### src/shared/tsrb_pkg.sv
// Package for the temperature sensor register bank: pointers, layouts, reset values
package tsrb_pkg;
    localparam logic [7:0] PTR_RESULT = 8'h00;
    localparam logic [7:0] PTR_SETUP = 8'h01;
    localparam logic [7:0] PTR_LOW = 8'h02;
    localparam logic [7:0] PTR_HIGH = 8'h03;
    localparam logic [15:0] RST_SETUP = 16'h60a0;
    localparam logic [15:0] RST_LOW = 16'h4b00;
    localparam logic [15:0] RST_HIGH = 16'h5000;
    localparam logic [15:0] RST_RESULT = 16'h0000;
    localparam logic [15:0] RSVD_READ = 16'h0000;
    // Writable bits of the setup word: 15, 12:6, 4
    localparam logic [15:0] SETUP_WMASK = 16'h9fd0;
    localparam int EXT_BIT = 4;
    localparam logic [7:0] GC_RESET_CMD = 8'h06;
    localparam logic [3:0] NORM_TAIL = 4'h0;
    localparam logic [2:0] EXT_TAIL = 3'h1;

    // Register write request from the serial engine
    typedef struct packed {
        logic wr;
        logic [7:0] ptr;
        logic [15:0] data;
    } tsrb_wreq_t;
endpackage

### src/core/tsrb_bank.sv
// Register bank of the temperature sensor, fed by the serial engine and converter
module tsrb_bank
    import tsrb_pkg::*;
(
    input wire logic clk, // 100 MHz clock
    input wire logic sys_rst, // Async reset, active high
    input wire logic ptr_wr, // Pulse: new pointer byte received
    input wire logic [7:0] ptr_in, // Pointer byte
    input wire tsrb_wreq_t wreq, // Data word write
    input wire logic gc_cmd_vld, // Pulse: general-call command byte
    input wire logic [7:0] gc_cmd, // General-call command byte
    input wire logic conv_done, // Pulse: conversion completed
    input wire logic [12:0] conv_val, // Conversion result, 1/16 degC
    output logic [7:0] ptr_q, // Current pointer
    output logic [15:0] rd_data, // Word at current pointer
    output logic [15:0] setup_q // Setup register contents
);
// Contract
// - Result register at 00h holds latest completed conversion, read only.
// - Result is two's complement, LSB one sixteenth degree, both formats.
// - Wide-format flag in setup register 01h picks format; reset 60A0h.
// - After reset the result shows in normal 12-bit format.
// - Normal format: 12 bits in 15:4, low four bits zero.
// - Extended format: 13 bits in 15:3, bits 2:0 read 001.
// - Low threshold at 02h, read-write, resets to 4B00h.
// - High threshold at 03h, read-write, resets to 5000h.
// - Writes to read-only or unmapped pointers change nothing.
// - Last written pointer is kept for repeated reads.
// - General call command 06h restores all registers to reset values.

    // Pointer, register and read-word state
    logic [7:0] ptr_r, ptr_nxt;
    logic [15:0] setup_r, setup_nxt;
    logic [15:0] low_r, low_nxt;
    logic [15:0] high_r, high_nxt;
    logic [12:0] res_r, res_nxt;
    logic [15:0] rd_r, rd_nxt;
    // Decoded requests
    logic gc_rst;
    logic wr_setup;
    logic wr_low;
    logic wr_high;

    // Format a 13-bit result into the visible word
    function automatic logic [15:0] fmt_result(input logic [12:0] v, input logic ext);
        if (ext) begin
            fmt_result = {v, EXT_TAIL};
        end else begin
            fmt_result = {v[11:0], NORM_TAIL};
        end
    endfunction

    // Pointers above the last register answer with a fixed word
    function automatic logic is_unmapped(input logic [7:0] p);
        is_unmapped = (p > PTR_HIGH);
    endfunction

    // Pointers whose writes are acknowledged but dropped
    function automatic logic is_read_only(input logic [7:0] p);
        is_read_only = (p == PTR_RESULT) || is_unmapped(p);
    endfunction

    // General call reset byte; it beats every other request in its cycle
    assign gc_rst = gc_cmd_vld && (gc_cmd == GC_RESET_CMD);

    // Word write strobes; read-only and unmapped pointers match none
    assign wr_setup = wreq.wr && (wreq.ptr == PTR_SETUP);
    assign wr_low = wreq.wr && (wreq.ptr == PTR_LOW);
    assign wr_high = wreq.wr && (wreq.ptr == PTR_HIGH);

    // Pointer next value; general call sends it back to the result
    always_comb begin
        ptr_nxt = ptr_r;
        if (gc_rst) begin
            ptr_nxt = PTR_RESULT;
        end else if (ptr_wr) begin
            ptr_nxt = ptr_in;
        end
    end

    // Pointer register, kept until the next pointer byte
    always_ff @(posedge clk or posedge sys_rst) begin
        if (sys_rst) begin
            ptr_r <= PTR_RESULT;
        end else begin
            ptr_r <= ptr_nxt;
        end
    end

    // Setup next value; only writable bits take the new word
    always_comb begin
        setup_nxt = setup_r;
        if (gc_rst) begin
            setup_nxt = RST_SETUP;
        end else if (wr_setup) begin
            setup_nxt = (wreq.data & SETUP_WMASK) | (setup_r & ~SETUP_WMASK);
        end
    end

    // Setup register; reset leaves the normal format selected
    always_ff @(posedge clk or posedge sys_rst) begin
        if (sys_rst) begin
            setup_r <= RST_SETUP;
        end else begin
            setup_r <= setup_nxt;
        end
    end

    // Threshold next values, whole words only
    always_comb begin
        low_nxt = low_r;
        high_nxt = high_r;
        if (gc_rst) begin
            low_nxt = RST_LOW;
            high_nxt = RST_HIGH;
        end else begin
            if (wr_low) begin
                low_nxt = wreq.data;
            end
            if (wr_high) begin
                high_nxt = wreq.data;
            end
        end
    end

    // Threshold registers
    always_ff @(posedge clk or posedge sys_rst) begin
        if (sys_rst) begin
            low_r <= RST_LOW;
            high_r <= RST_HIGH;
        end else begin
            low_r <= low_nxt;
            high_r <= high_nxt;
        end
    end

    // Result next value; each completed conversion replaces it
    always_comb begin
        res_nxt = res_r;
        if (gc_rst) begin
            res_nxt = RST_RESULT[12:0];
        end else if (conv_done) begin
            res_nxt = conv_val;
        end
    end

    // Result register, raw two's complement count in sixteenths of a degree
    always_ff @(posedge clk or posedge sys_rst) begin
        if (sys_rst) begin
            res_r <= RST_RESULT[12:0];
        end else begin
            res_r <= res_nxt;
        end
    end

    // Read word at the next pointer, so it stands in the same cycle as any change
    always_comb begin
        case (ptr_nxt)
            PTR_RESULT: begin
                rd_nxt = fmt_result(res_nxt, setup_nxt[EXT_BIT]);
            end
            PTR_SETUP: begin
                rd_nxt = setup_nxt;
            end
            PTR_LOW: begin
                rd_nxt = low_nxt;
            end
            PTR_HIGH: begin
                rd_nxt = high_nxt;
            end
            default: begin
                rd_nxt = RSVD_READ;
            end
        endcase
    end

    // Read word register; zero result in normal format after reset
    always_ff @(posedge clk or posedge sys_rst) begin
        if (sys_rst) begin
            rd_r <= RST_RESULT;
        end else begin
            rd_r <= rd_nxt;
        end
    end

    // Outputs straight from the registers
    assign ptr_q = ptr_r;
    assign rd_data = rd_r;
    assign setup_q = setup_r;

    // Normal layout: 12 bits on top, zero tail
    AST_RES_FMT_NORM: assert property (@(posedge clk) disable iff (sys_rst)
        (ptr_r == PTR_RESULT && !setup_r[EXT_BIT]) |-> rd_data == {res_r[11:0], 4'h0})
        else $error("normal result format wrong");

    // Extended layout: 13 bits on top, tail reads one
    AST_RES_FMT_EXT: assert property (@(posedge clk) disable iff (sys_rst)
        (ptr_r == PTR_RESULT && setup_r[EXT_BIT]) |-> rd_data == {res_r, 3'h1})
        else $error("extended result format wrong");

    // Sign of the count lands in the top bit in extended format
    AST_RES_SIGN: assert property (@(posedge clk) disable iff (sys_rst)
        (ptr_r == PTR_RESULT && setup_r[EXT_BIT]) |-> rd_data[15] == res_r[12])
        else $error("result sign misplaced");

    // A finished conversion replaces the result
    AST_CONV_UPD: assert property (@(posedge clk) disable iff (sys_rst)
        (conv_done && !gc_rst) |=> res_r == $past(conv_val))
        else $error("result not updated");

    // Result holds between conversions
    AST_RES_HOLD: assert property (@(posedge clk) disable iff (sys_rst)
        (!conv_done && !gc_rst) |=> $stable(res_r))
        else $error("result changed without conversion");

    // Setup write lands in the writable bits
    AST_SETUP_WR: assert property (@(posedge clk) disable iff (sys_rst)
        (wreq.wr && wreq.ptr == PTR_SETUP && !gc_rst)
        |=> (setup_r & SETUP_WMASK) == ($past(wreq.data) & SETUP_WMASK))
        else $error("setup write lost");

    // Fixed setup bits never move
    AST_SETUP_RO: assert property (@(posedge clk) disable iff (sys_rst)
        ((setup_r & ~SETUP_WMASK) == (RST_SETUP & ~SETUP_WMASK)))
        else $error("setup read-only bits changed");

    // Setup holds without a write to it
    AST_SETUP_HOLD: assert property (@(posedge clk) disable iff (sys_rst)
        (!(wreq.wr && wreq.ptr == PTR_SETUP) && !gc_rst) |=> $stable(setup_r))
        else $error("setup changed without write");

    // Setup pointer reads the setup word
    AST_RD_SETUP: assert property (@(posedge clk) disable iff (sys_rst)
        (ptr_r == PTR_SETUP) |-> rd_data == setup_r)
        else $error("setup read value wrong");

    // Low threshold takes a whole word
    AST_LOW_WR: assert property (@(posedge clk) disable iff (sys_rst)
        (wreq.wr && wreq.ptr == PTR_LOW && !gc_rst) |=> low_r == $past(wreq.data))
        else $error("low threshold write lost");

    // Low threshold pointer reads the low threshold
    AST_RD_LOW: assert property (@(posedge clk) disable iff (sys_rst)
        (ptr_r == PTR_LOW) |-> rd_data == low_r)
        else $error("low threshold read value wrong");

    // High threshold takes a whole word
    AST_HIGH_WR: assert property (@(posedge clk) disable iff (sys_rst)
        (wreq.wr && wreq.ptr == PTR_HIGH && !gc_rst) |=> high_r == $past(wreq.data))
        else $error("high threshold write lost");

    // High threshold pointer reads the high threshold
    AST_RD_HIGH: assert property (@(posedge clk) disable iff (sys_rst)
        (ptr_r == PTR_HIGH) |-> rd_data == high_r)
        else $error("high threshold read value wrong");

    // Unmapped pointers read the fixed word
    AST_RSVD_RD: assert property (@(posedge clk) disable iff (sys_rst)
        is_unmapped(ptr_r) |-> rd_data == RSVD_READ)
        else $error("reserved read value wrong");

    // Dropped writes leave setup and both thresholds alone
    AST_RO_WR: assert property (@(posedge clk) disable iff (sys_rst)
        (wreq.wr && is_read_only(wreq.ptr) && !gc_rst)
        |=> $stable(low_r) && $stable(high_r) && $stable(setup_r))
        else $error("ignored write changed state");

    // Thresholds hold without a write
    AST_THR_HOLD: assert property (@(posedge clk) disable iff (sys_rst)
        (!wreq.wr && !gc_rst) |=> $stable(low_r) && $stable(high_r))
        else $error("threshold changed without write");

    // Pointer kept between pointer bytes
    AST_PTR_KEEP: assert property (@(posedge clk) disable iff (sys_rst)
        (!ptr_wr && !gc_rst) |=> $stable(ptr_r))
        else $error("pointer changed without write");

    // Pointer byte loads the pointer
    AST_PTR_LOAD: assert property (@(posedge clk) disable iff (sys_rst)
        (ptr_wr && !gc_rst) |=> ptr_r == $past(ptr_in))
        else $error("pointer byte lost");

    // General call restores the writable registers
    AST_GC_RST: assert property (@(posedge clk) disable iff (sys_rst)
        gc_rst |=> setup_r == RST_SETUP && low_r == RST_LOW && high_r == RST_HIGH)
        else $error("general call reset failed");

    // General call restores pointer and result
    AST_GC_PTR: assert property (@(posedge clk) disable iff (sys_rst)
        gc_rst |=> ptr_r == PTR_RESULT && res_r == RST_RESULT[12:0])
        else $error("general call left pointer or result");

    // After general call the result shows in normal format
    AST_GC_FMT: assert property (@(posedge clk) disable iff (sys_rst)
        gc_rst |=> rd_data == {RST_RESULT[11:0], 4'h0})
        else $error("general call left wrong format");

    // Extended result on view
    COV_EXT: cover property (@(posedge clk) setup_r[EXT_BIT] && ptr_r == PTR_RESULT);
    // Negative result on view
    COV_NEG: cover property (@(posedge clk) ptr_r == PTR_RESULT && res_r[12]);
    // General call reset taken
    COV_GC: cover property (@(posedge clk) gc_rst);
    // Write aimed at the result register
    COV_RO_WR: cover property (@(posedge clk) wreq.wr && wreq.ptr == PTR_RESULT);
    // Write aimed at unmapped space
    COV_RSVD_WR: cover property (@(posedge clk) wreq.wr && is_unmapped(wreq.ptr));
endmodule

### config.mk
export PLATFORM = sky130hd
export DESIGN_NAME = tsrb_bank
export DESIGN_NICKNAME = d
export VERILOG_FILES = /design/src/shared/tsrb_pkg.sv /design/src/core/tsrb_bank.sv
export SDC_FILE = /design/constraint.sdc
export NUM_CORES = 1
export LEC_CHECK = 0
export BUFFER_PORTS_ARGS = -buffer_cell sky130_fd_sc_hd__clkbuf_2
export CAP_MARGIN = 20
export CELL_PAD_IN_SITES_DETAIL_PLACEMENT = 0
export CELL_PAD_IN_SITES_GLOBAL_PLACEMENT = 1
export CORE_MARGIN = 8
export CORE_UTILIZATION = 35
export CTS_CLUSTER_SIZE = 24
export DETAILED_ROUTE_END_ITERATION = 8
export HOLD_SLACK_MARGIN = 0.15
export MAX_ROUTING_LAYER = met4
export PLACE_DENSITY = 0.75
export SLEW_MARGIN = 20
export SYNTH_ARGS = -nofsm -noshare
export SYNTH_HDL_FRONTEND = slang
export SYNTH_SLANG_ARGS = --single-unit
### constraint.sdc
create_clock -name clk -period 4.14 [get_ports clk]
set_input_delay 0.414 -clock clk [delete_from_list [all_inputs] [get_ports clk]]
set_output_delay 0.414 -clock clk [all_outputs]
set_load 0.005 [all_outputs]
==> results of run 1 <==
[kinds of logic after synthesis]
kind of cell | Yosys count | synth area share [%]
buf+inv | 40 | 3.61
simple gates | 161 | 18.4
mux | 77 | 18.0
flops | 85 | 46.7
compound gates | 81 | 12.9
xor+xnor | 2 | 0.383
[layout make-up]
class	instances	area, sq um	share of cell area, %
clock inverter	3	42.5	0.770
tap	172	215	3.89
inverter	5	20.0	0.362
multi-input combinational	321	2270	41.1
timing repair buffer	108	566	10.2
clock buffer	13	270	4.89
sequential	85	2140	38.7
[placed cells by master (no fill, tap or decap), drive strengths merged, types with 4 or more instances in the layout]
cell      n
o221ai    4
a21o      4
o22ai     4
dfstp    10
o31ai     6
o21ai     7
nor2     56
buf      10
o32a      7
or3       6
nor3      7
nor4      4
or4b      4
nand3b    5
inv       4
clkbuf  111
nor3b     5
nand2    31
mux2     13
dfrtp    75
mux2i    61
and2     10
a21oi    19
nand2b   11
nand4     5
nand3     7
[per-stage QoR]
stage | worst slack [ps] | hold slack, ps | util, % | total power [uW] | area (sq um)
2_1_floorplan | 1550 | 477 | - | 1100 | 4580
3_5_place_dp | 1270 | 502 | 41.0 | 1210 | 5220
6_report | 1630 | 216 | 43.5 | 2040 | 5530
5_1_grt | 1390 | 305 | 43.5 | 2120 | 5530
3_3_place_gp | 1380 | 496 | 41.0 | 1200 | 5220
4_1_cts | 1610 | 253 | 43.5 | 2060 | 5530
[metal layers]
| layer | global-route usage [%] | up-vias | wire length, microns |
|---|---|---|---|
| met2 | 27.2 | 102 | 6770 |
| met4 | 7.56 | 0 | 313 |
| li1 | - | 1792 | - |
| met5 | - | - | 0 |
| met1 | 21.7 | 1883 | 6020 |
| met3 | 2.76 | 19 | 683 |
[cell usage after synthesis (5+ instances only)]
cell type	n
mux2_2	13
o21ai_0	5
or3_1	6
nand3_1	7
nor3_1	6
buf_1	8
inv_1	5
nand2_1	31
a21oi_1	19
nor2_1	56
o32a_1	7
o31ai_1	6
and2_1	10
nand3b_1	5
dfrtp_1	75
nand2b_1	11
mux2i_1	61
clkbuf_1	20
nand4_1	5
nor3b_1	5
buf_2	6
dfstp_2	10
[flip-flops by register name, summed over array words and instances, names as in the netlist]
register and count:
low_r 16, setup_q 16, high_r 16, ptr_q 8, rd_data 16, res_r 13
[critical path, delay by kind of cell]
family	cells	cell delay, ps
buf+inv	1	90
simple gates	3	2040
compound gates	2	200
[power breakdown]
group          switching (uW)  internal (uW)
clock                     330            516
combinational             155            118
sequential               33.8            886
[worst min-delay path by stage]
| stage | slack (ps) | end | from | cells past startpoint |
|---|---|---|---|---|
| 4_1_cts | 250 | setup_q[9] | sys_rst | 2 |
| 2_1_floorplan | 480 | low_r[4] | low_r[4] | 2 |
| 3_3_place_gp | 500 | setup_q[14] | setup_q[14] | 1 |
| 6_report | 220 | low_r[6] | sys_rst | 2 |
| 3_5_place_dp | 500 | setup_q[13] | setup_q[13] | 1 |
| 5_1_grt | 310 | low_r[6] | sys_rst | 2 |
==> flow_results.org, run 1 <==
** Outcome
- Run status :: complete, no violations

** Clock network
- The number of clock buffers added by TritonCTS is 9.
- Clock root cell :: clkbuf_16
- The later pin in the worst-skew pair is clocked with a latency of approximately 350 ps.
- Clock tree from TritonCTS :: yes
- Hold repair after CTS inserted 0 buffers.
- The number of setup buffers added after CTS is 0.
- Counting along the longest clock path gives a buffer depth of 2.
- Count of cells resized by post-cts repair :: 0
- Clock tree synthesis found a total of 85 sinks.
- Clock transition at path regs :: roughly 70 ps
- The H-tree was split into 3 levels.

** Worst setup path
- Nature of the critical path endpoint :: register
- Worst R2R Path Depth :: 5
- In this run the register-to-register setup slack is around 2200 ps.
- Worst Setup EP :: rd_data[11]
- STA puts the critical path data required time at about 4400 ps.
- Class of the most critical setup path :: primary input to register
- Arrival time worst endpoint :: around 2700 ps
- The most critical setup path has its startpoint at wreq[19].
- Of all nets on the critical path, the largest fanout is 15.
- The most numerous cell type found on the critical path is o31ai_1.
- Slowest Stage Delay on Critical Path :: a little over 800 ps
- The worst setup path is launched from a primary input.
- Among all stages on the critical path, the largest delay is contributed by or4b_2.
- The worst register-to-register path ends at rd_data[4].
- The signal on the critical path passes through clkbuf_2, nor3_1, nand3_1, or4b_2, o31ai_1, o31ai_1.
- Launching point of the worst reg2reg path :: setup_q[4]

** Detailed routing
- Using the TritonRoute via totals, the vias-per-cell ratio works out to ~5.4.
- The count of nets left with antenna violations once routing finished came out at 0.
- The routed layout has 3796 vias.
- In the final routed layout, each cell accounts on average for between 15 and 20 microns.
- In the routed design, unresolved DRC markers number 0.
- 1st-iter DRT viols :: 234
- Total wire length after detailed routing :: between 10000 and 15000 microns
- Detailed-router iteration count before antenna repair :: 4

** Power and ir drop
- The worst-case IR drop observed on VDD is 188 uV.
- Ratio of total power to cell area :: around 370 mW/mm^2
- Leakage power total :: 0.00269 uW

** STA
- Final critical-path required period :: ~2500 ps
- Setup violations remaining at the end of the flow were counted as 0.
- For this run, the top clock speed supported by timing is 398 MHz.
- In the final timing run, aggregate negative setup slack is 0 ps.
- Number of max-slew violations in the final report :: 0
- At the pin with the least slew margin, the transition time is around 910 ps.
- Tcrit/Tclk final :: ~61%
- Setup repair after global routing left no endpoint under its margin.
- Headroom to the max-slew limit came out at between 30% and 40%.
- Hold Violations, Final :: 0
- The clock arrives with 8.98 ps of skew.

** Logic synthesis
- Share of the synthesized area in the top cell type :: ~40%
- After technology mapping, the gate count stands at about 450.
- A synthesized cell averages 10.3 sq um.
- Library cell occupying the most area in the post-synthesis netlist :: dfrtp_1
- Synthesis instantiated 56 different standard cells from the library.
- Most used DFF post-synth :: dfrtp_1
- Sequential area share after synthesis :: a little under half
- Async SR Flop Fraction :: 100%
- In this run, synthesis inferred 0 flip-flops with an integrated enable.
- The mapped netlist covers 0.00458 sq mm.
- Number of synthesized register bits :: 85
- After synthesis, the cell types taking the most area are dfrtp_1, mux2i_1, dfstp_2.
- Number of warnings printed during yosys synthesis :: 0
- The number of nets in the synthesized netlist is between 500 and 600.

** Die
- Area of the placeable core :: roughly 0.013 sq mm
- Height of the chip :: approximately 130 microns
- During I/O placement, the number of pins put on the boundary was just under 100.
- Initial standard-cell utilization of the core :: ~36%
- In this run the horizontal extent of the chip is between 100 and 150 microns.
- Floorplan die area :: 0.0170 sq mm
- After floorplanning, the core was divided into 41 placement rows.

** Global routing
- For this run the aggregate overflow at the end of global routing stands at 0.
- Entering global routing, the biggest net connects 54 pins.
- Global-route wire length before repair :: around 22000 microns
- Number of antenna violations at the first check in global routing :: 0
- The via count of the first global-routing pass came to just under 4000.
- Global routing used 17.3% of the available tracks.

** Final layout
- After filler insertion, the fill cell instance count of the layout stands at 1277.
- 0 antenna diodes ended up in the layout.
- Share of layout cells above drive strength 1 :: between 20 and 30%
- The final layout contains a little under 600 nets.
- Final cell count without fillers :: just over 700
- Area overhead of the layout relative to synthesis :: 20.7%

** Hold path
- Worst min path class :: primary input to asynchronous set/reset pin

** Placement
- Input and output buffers added on the ports amount to between 90 and 100.
- Placer Congestion :: between 0.8 and 0.9
- Once detailed placement completed, the half-perimeter wirelength came to between 9000 and 10000 microns.
- In this run, placement finished with an instance count of ~700.

** Run
- MaxCap Viol Count :: 0
No activity file was read; power rests on OpenSTA's default activity.
==> run 2, diff against run 1 <==
--- a/config.mk
+++ b/config.mk
@@ -5,6 +5,7 @@
 export SDC_FILE = /design/constraint.sdc
 export NUM_CORES = 1
 export LEC_CHECK = 0
+export ABC_AREA = 1
 export BUFFER_PORTS_ARGS = -buffer_cell sky130_fd_sc_hd__clkbuf_2
 export CAP_MARGIN = 20
 export CELL_PAD_IN_SITES_DETAIL_PLACEMENT = 0
@@ -15,7 +16,7 @@
 export DETAILED_ROUTE_END_ITERATION = 8
 export HOLD_SLACK_MARGIN = 0.15
 export MAX_ROUTING_LAYER = met4
-export PLACE_DENSITY = 0.75
+export PLACE_DENSITY = 0.78
 export SLEW_MARGIN = 20
 export SYNTH_ARGS = -nofsm -noshare
 export SYNTH_HDL_FRONTEND = slang
==> constraint.sdc (replaced) <==
create_clock -name clk -period 2.37 [get_ports clk]
set_input_delay 0.237 -clock clk [delete_from_list [all_inputs] [get_ports clk]]
set_output_delay 0.237 -clock clk [all_outputs]
set_load 0.005 [all_outputs]
==> run 2 against run 1 <==
Net effect: utilization down 0.40 points; routed wire length shrank 12%; worst setup slack got worse by 1100 ps; critical path depth up 4; sequential power rose by 76%; non-clock buffer count rose by 2; synthesized area fell by 2.8%; die area fell by 2.4%; synthesized cell count is 28% higher; largest power group unchanged.
==> flow_results.org, run 2 <==
** Outcome
- Run status :: complete, no violations

** Worst setup path
- In this run the worst setup path begins at ptr_in[4].
- Launching point of the worst reg2reg path :: ptr_q[7]
- The data required time at the worst endpoint came to 2640 ps (-1720 ps).
- Worst Setup EP :: rd_data[0]
- Class of the most critical setup path :: primary input to register
- Destination of the worst register-to-register timing path :: rd_data[0]
- Worst Setup Start Kind :: primary input
- The top fanout value on the critical path came to 27 (+12).
- Nature of the critical path endpoint :: register
- The count of cells along the worst register-to-register path came to 8 (+3).
- Arrival time worst endpoint :: 2080 ps (-660 ps)
- The reg2reg setup slack came to 690 ps (-1470 ps).

** Logic synthesis
- The distinct cell type count of the synthesized netlist is 28 (-50%).
- The biggest area contributor in the post-synthesis netlist is dfrtp_1.
- The number of flops mapped to enable cells by yosys came to 0 (unchanged).
- Syn avg cell area :: 7.81 sq um (-24%)
- The number of nets produced by synthesis came to 629 (+25%).
- In the post-synthesis netlist, the cell with the most instances is nand2_1.
- Number of warnings printed during yosys synthesis :: 0 (unchanged)
- The synthesized instance count is 570 (+28%).
- The fraction of the yosys area taken by sequential cells was 48.1% (+1.3 points).
- Ranked by total cell area, the synthesized netlist is headed by dfrtp_1, nand2_1, nor2_1.
- Number of synthesized register bits :: 85 (unchanged)
- Among all flip-flop cells after synthesis, the most frequent one is dfrtp_1.
- Mapped Area :: 0.00445 sq mm (-2.8%)
- Share of the synthesized area in the top cell type :: 42.2% (+1.2 points)
- The async set or reset register ratio after synthesis is 100% (unchanged).
- Ranked by instance count, the synthesized netlist is headed by nand2_1, nor2_1, dfrtp_1.

** Detailed routing
- Vias :: 3917 (+3.2%)
- The number of DRC markers in iteration 0 came to 316 (+35%).
- The wire length reported by the detailed router came to 12200 microns (-12%).
- The detail-routed via count per cell came to 4.66 (-13%).
- The length of the first detailed-routing pass in iterations is 4 (unchanged).
- The average routed wire per standard cell was 14.5 microns (-26%).
- Remaining antenna violation count after routing :: 0 (unchanged)
- DRC violations left :: 0 (unchanged)

** Hold path
- Number of instances on the worst hold path :: 3
- The tightest min-delay check is of the primary input to register type.

** STA
- The number of hold violations in the final report was 0 (unchanged).
- Final worst hold slack :: 167 ps (-48.8 ps)
- The number of setup violations in the final report is 0 (unchanged).
- Final critical-path required period :: 1810 ps
- The final total negative setup slack came to 0 ps (unchanged).
- The transition at the pin with the smallest max-transition slack is 600 ps (-313 ps).
- The worst clock skew was 9.67 ps (+0.685 ps).
- The number of slew-limit violations in the final report is 0 (unchanged).
- Highest clock rate :: about 550 MHz
- Tcrit/Tclk final :: approximately three quarters
- RSZ-0062 raised after global routing :: false
- The max-slew headroom at the worst pin came to 59.9% (+21 points).

** Run
- MaxCap Viol Count :: 0 (unchanged)

** Clock network
- The number of instances resized during post-cts repair came to 0 (unchanged).
- CTS buffer count :: 9 (unchanged)
- Number of hold buffers added after CTS :: 6 (+6)
- The number of levels in the clock H-tree came to 3 (unchanged).
- Clock transition at path regs :: 60 ps (about the same)
- Number of post-CTS setup repair buffers :: 0 (unchanged)
- TritonCTS built the clock tree.
- Clock root cell :: clkbuf_16
- The clock latency reported for the late side of the worst-skew pair came to 350 ps (about the same).
- Clock tree buffer depth :: 2 (unchanged)
- The number of clock sinks came to 85 (unchanged).

** Final layout
- Area overhead of the layout relative to synthesis :: 21.1%
- The diode insertion count for antenna repair was 0 (unchanged).
- The library cells used most frequently in the layout, excluding fill and tap cells, are nand2_1, clkbuf_2, nor2_1.
- Share of layout cells above drive strength 1 :: 27.2% (-2.3 points)
- Final layout net count :: 723 (+23%)
- The library cell used most frequently in the layout, excluding fill and tap cells, is nand2_1.

** Power and ir drop
- Power share of the sequential group :: 45.1% (about the same)
- The sum of internal, switching and leakage power was 3600 uW (+77%).
- The combinational group share of total power came to 14.1% (+0.7 points).
- The switching power as a share of total power came to 26.5% (+1.0 points).
- Maximum VDD drop :: 413 uV (+120%)
- The static leakage power was 0.00298 uW (+11%).
- The switching power of the nets was 953 uW (+84%).
- Ratio of total power to cell area :: 668 mW/mm^2 (+81%)
- Power Internal :: 2640 uW (+74%)
- The clock share of power was 40.8% (-0.7 points).

** Die
- Overall die width :: 129 microns (-1.2%)
- The area inside the core boundary is 0.0125 sq mm (-1.6%).
- Initial standard-cell utilization of the core :: 35.6% (-0.43 points)
- The die outline height is 129 microns (-1.2%).
- The row count came to 41 (unchanged).
- I/O pin total :: 99 (unchanged)
- Floorplan die area :: 0.0166 sq mm (-2.4%)

** Global routing
- Global-route wire length before repair :: 20100 microns (-6.8%)
- The remaining global-route overflow was 0 (unchanged).
- Number of antenna violations at the first check in global routing :: 0 (unchanged)
- Pin count of the biggest net entering global routing :: 86 (+59%)
- The via count of the first global-routing pass was 3973 (+1.6%).
- Total routing resource utilization after global routing :: 15.9% (-1.4 points)

** Placement
- Placer Congestion :: 0.810 (-0.27%)
- The placed wire-length estimate came to 8760 microns (-12%).
- Port Buffer Count :: 98 (unchanged)
==> run 2: cell count changes after synthesis, sizes merged, moves of 16 or more <==
cell / previous run / this run
nand4: 5 / 21
nand3: 7 / 63
nor2: 56 / 110
inv: 5 / 73
nand2: 31 / 143
clkbuf: 20 / 1
mux2i: 61 / 2
==> run 2: worst max-delay path, cell delays in order <==
cell and delay [ps]:
dlygate4sd3_1 540, clkbuf_2 100, nand2_1 70, nand2_1 50, o21ai_1 160, nand2_2 140, inv_4 260, buf_4 260
nand3_1 130, nand4_1 120
==> run 2: cell type report <==
type	count	area, sq um
fill	1332	7130
sequential	85	2140
multi-input combinational	385	1820
timing repair buffer	110	621
inverter	73	283
clock buffer	11	253
tap	172	215
clock inverter	5	58.8
==> run 2: cell families after synthesis <==
family	count (synthesis)	share of synthesized area, %
mux	2	0.450
compound gates	34	4.55
buf+inv	100	11.0
simple gates	349	35.9
flops	85	48.1
==> run 2: power by group through the flow <==
stage	sequential [uW]	combinational, uW	clock [uW]
floorplan	1640	334	0
global placement	1650	497	0
detailed placement	1650	505	0
CTS	1620	515	1500
global route	1640	580	1560
finish	1620	507	1470
==> run 2: how the worst min path moves through the flow <==
stage            endpoint      from  slack [ps]
6_report         low_r[9]   wreq[9]         170
5_1_grt          low_r[9]   wreq[9]         180
4_1_cts          low_r[9]   wreq[9]         160
3_5_place_dp    high_r[1]   sys_rst         400
3_3_place_gp   setup_q[0]   sys_rst         390
2_1_floorplan  high_r[12]  wreq[12]         380
==> run 2: metal layers <==
metal  up-vias  GRT usage (%)  share of wire (%)
met5         -              -                  0
met4         0           4.22               0.71
met3         8           4.80                6.1
met2       111           24.1                 45
met1      1819           20.3                 48
li1       1979              -                  -
==> run 2: metrics by stage <==
| stage | std cells | instance area [sq um] | setup slack [ps] | utilization (%) |
|---|---|---|---|---|
| 2_1_floorplan | 570 | 4450 | 1040 | - |
| 3_3_place_gp | 819 | 5020 | 352 | 40.1 |
| 3_5_place_dp | 819 | 5020 | 327 | 40.1 |
| 4_1_cts | 841 | 5390 | 576 | 43.1 |
| 5_1_grt | 841 | 5390 | 415 | 43.1 |
| 6_report | 841 | 5390 | 563 | 43.1 |
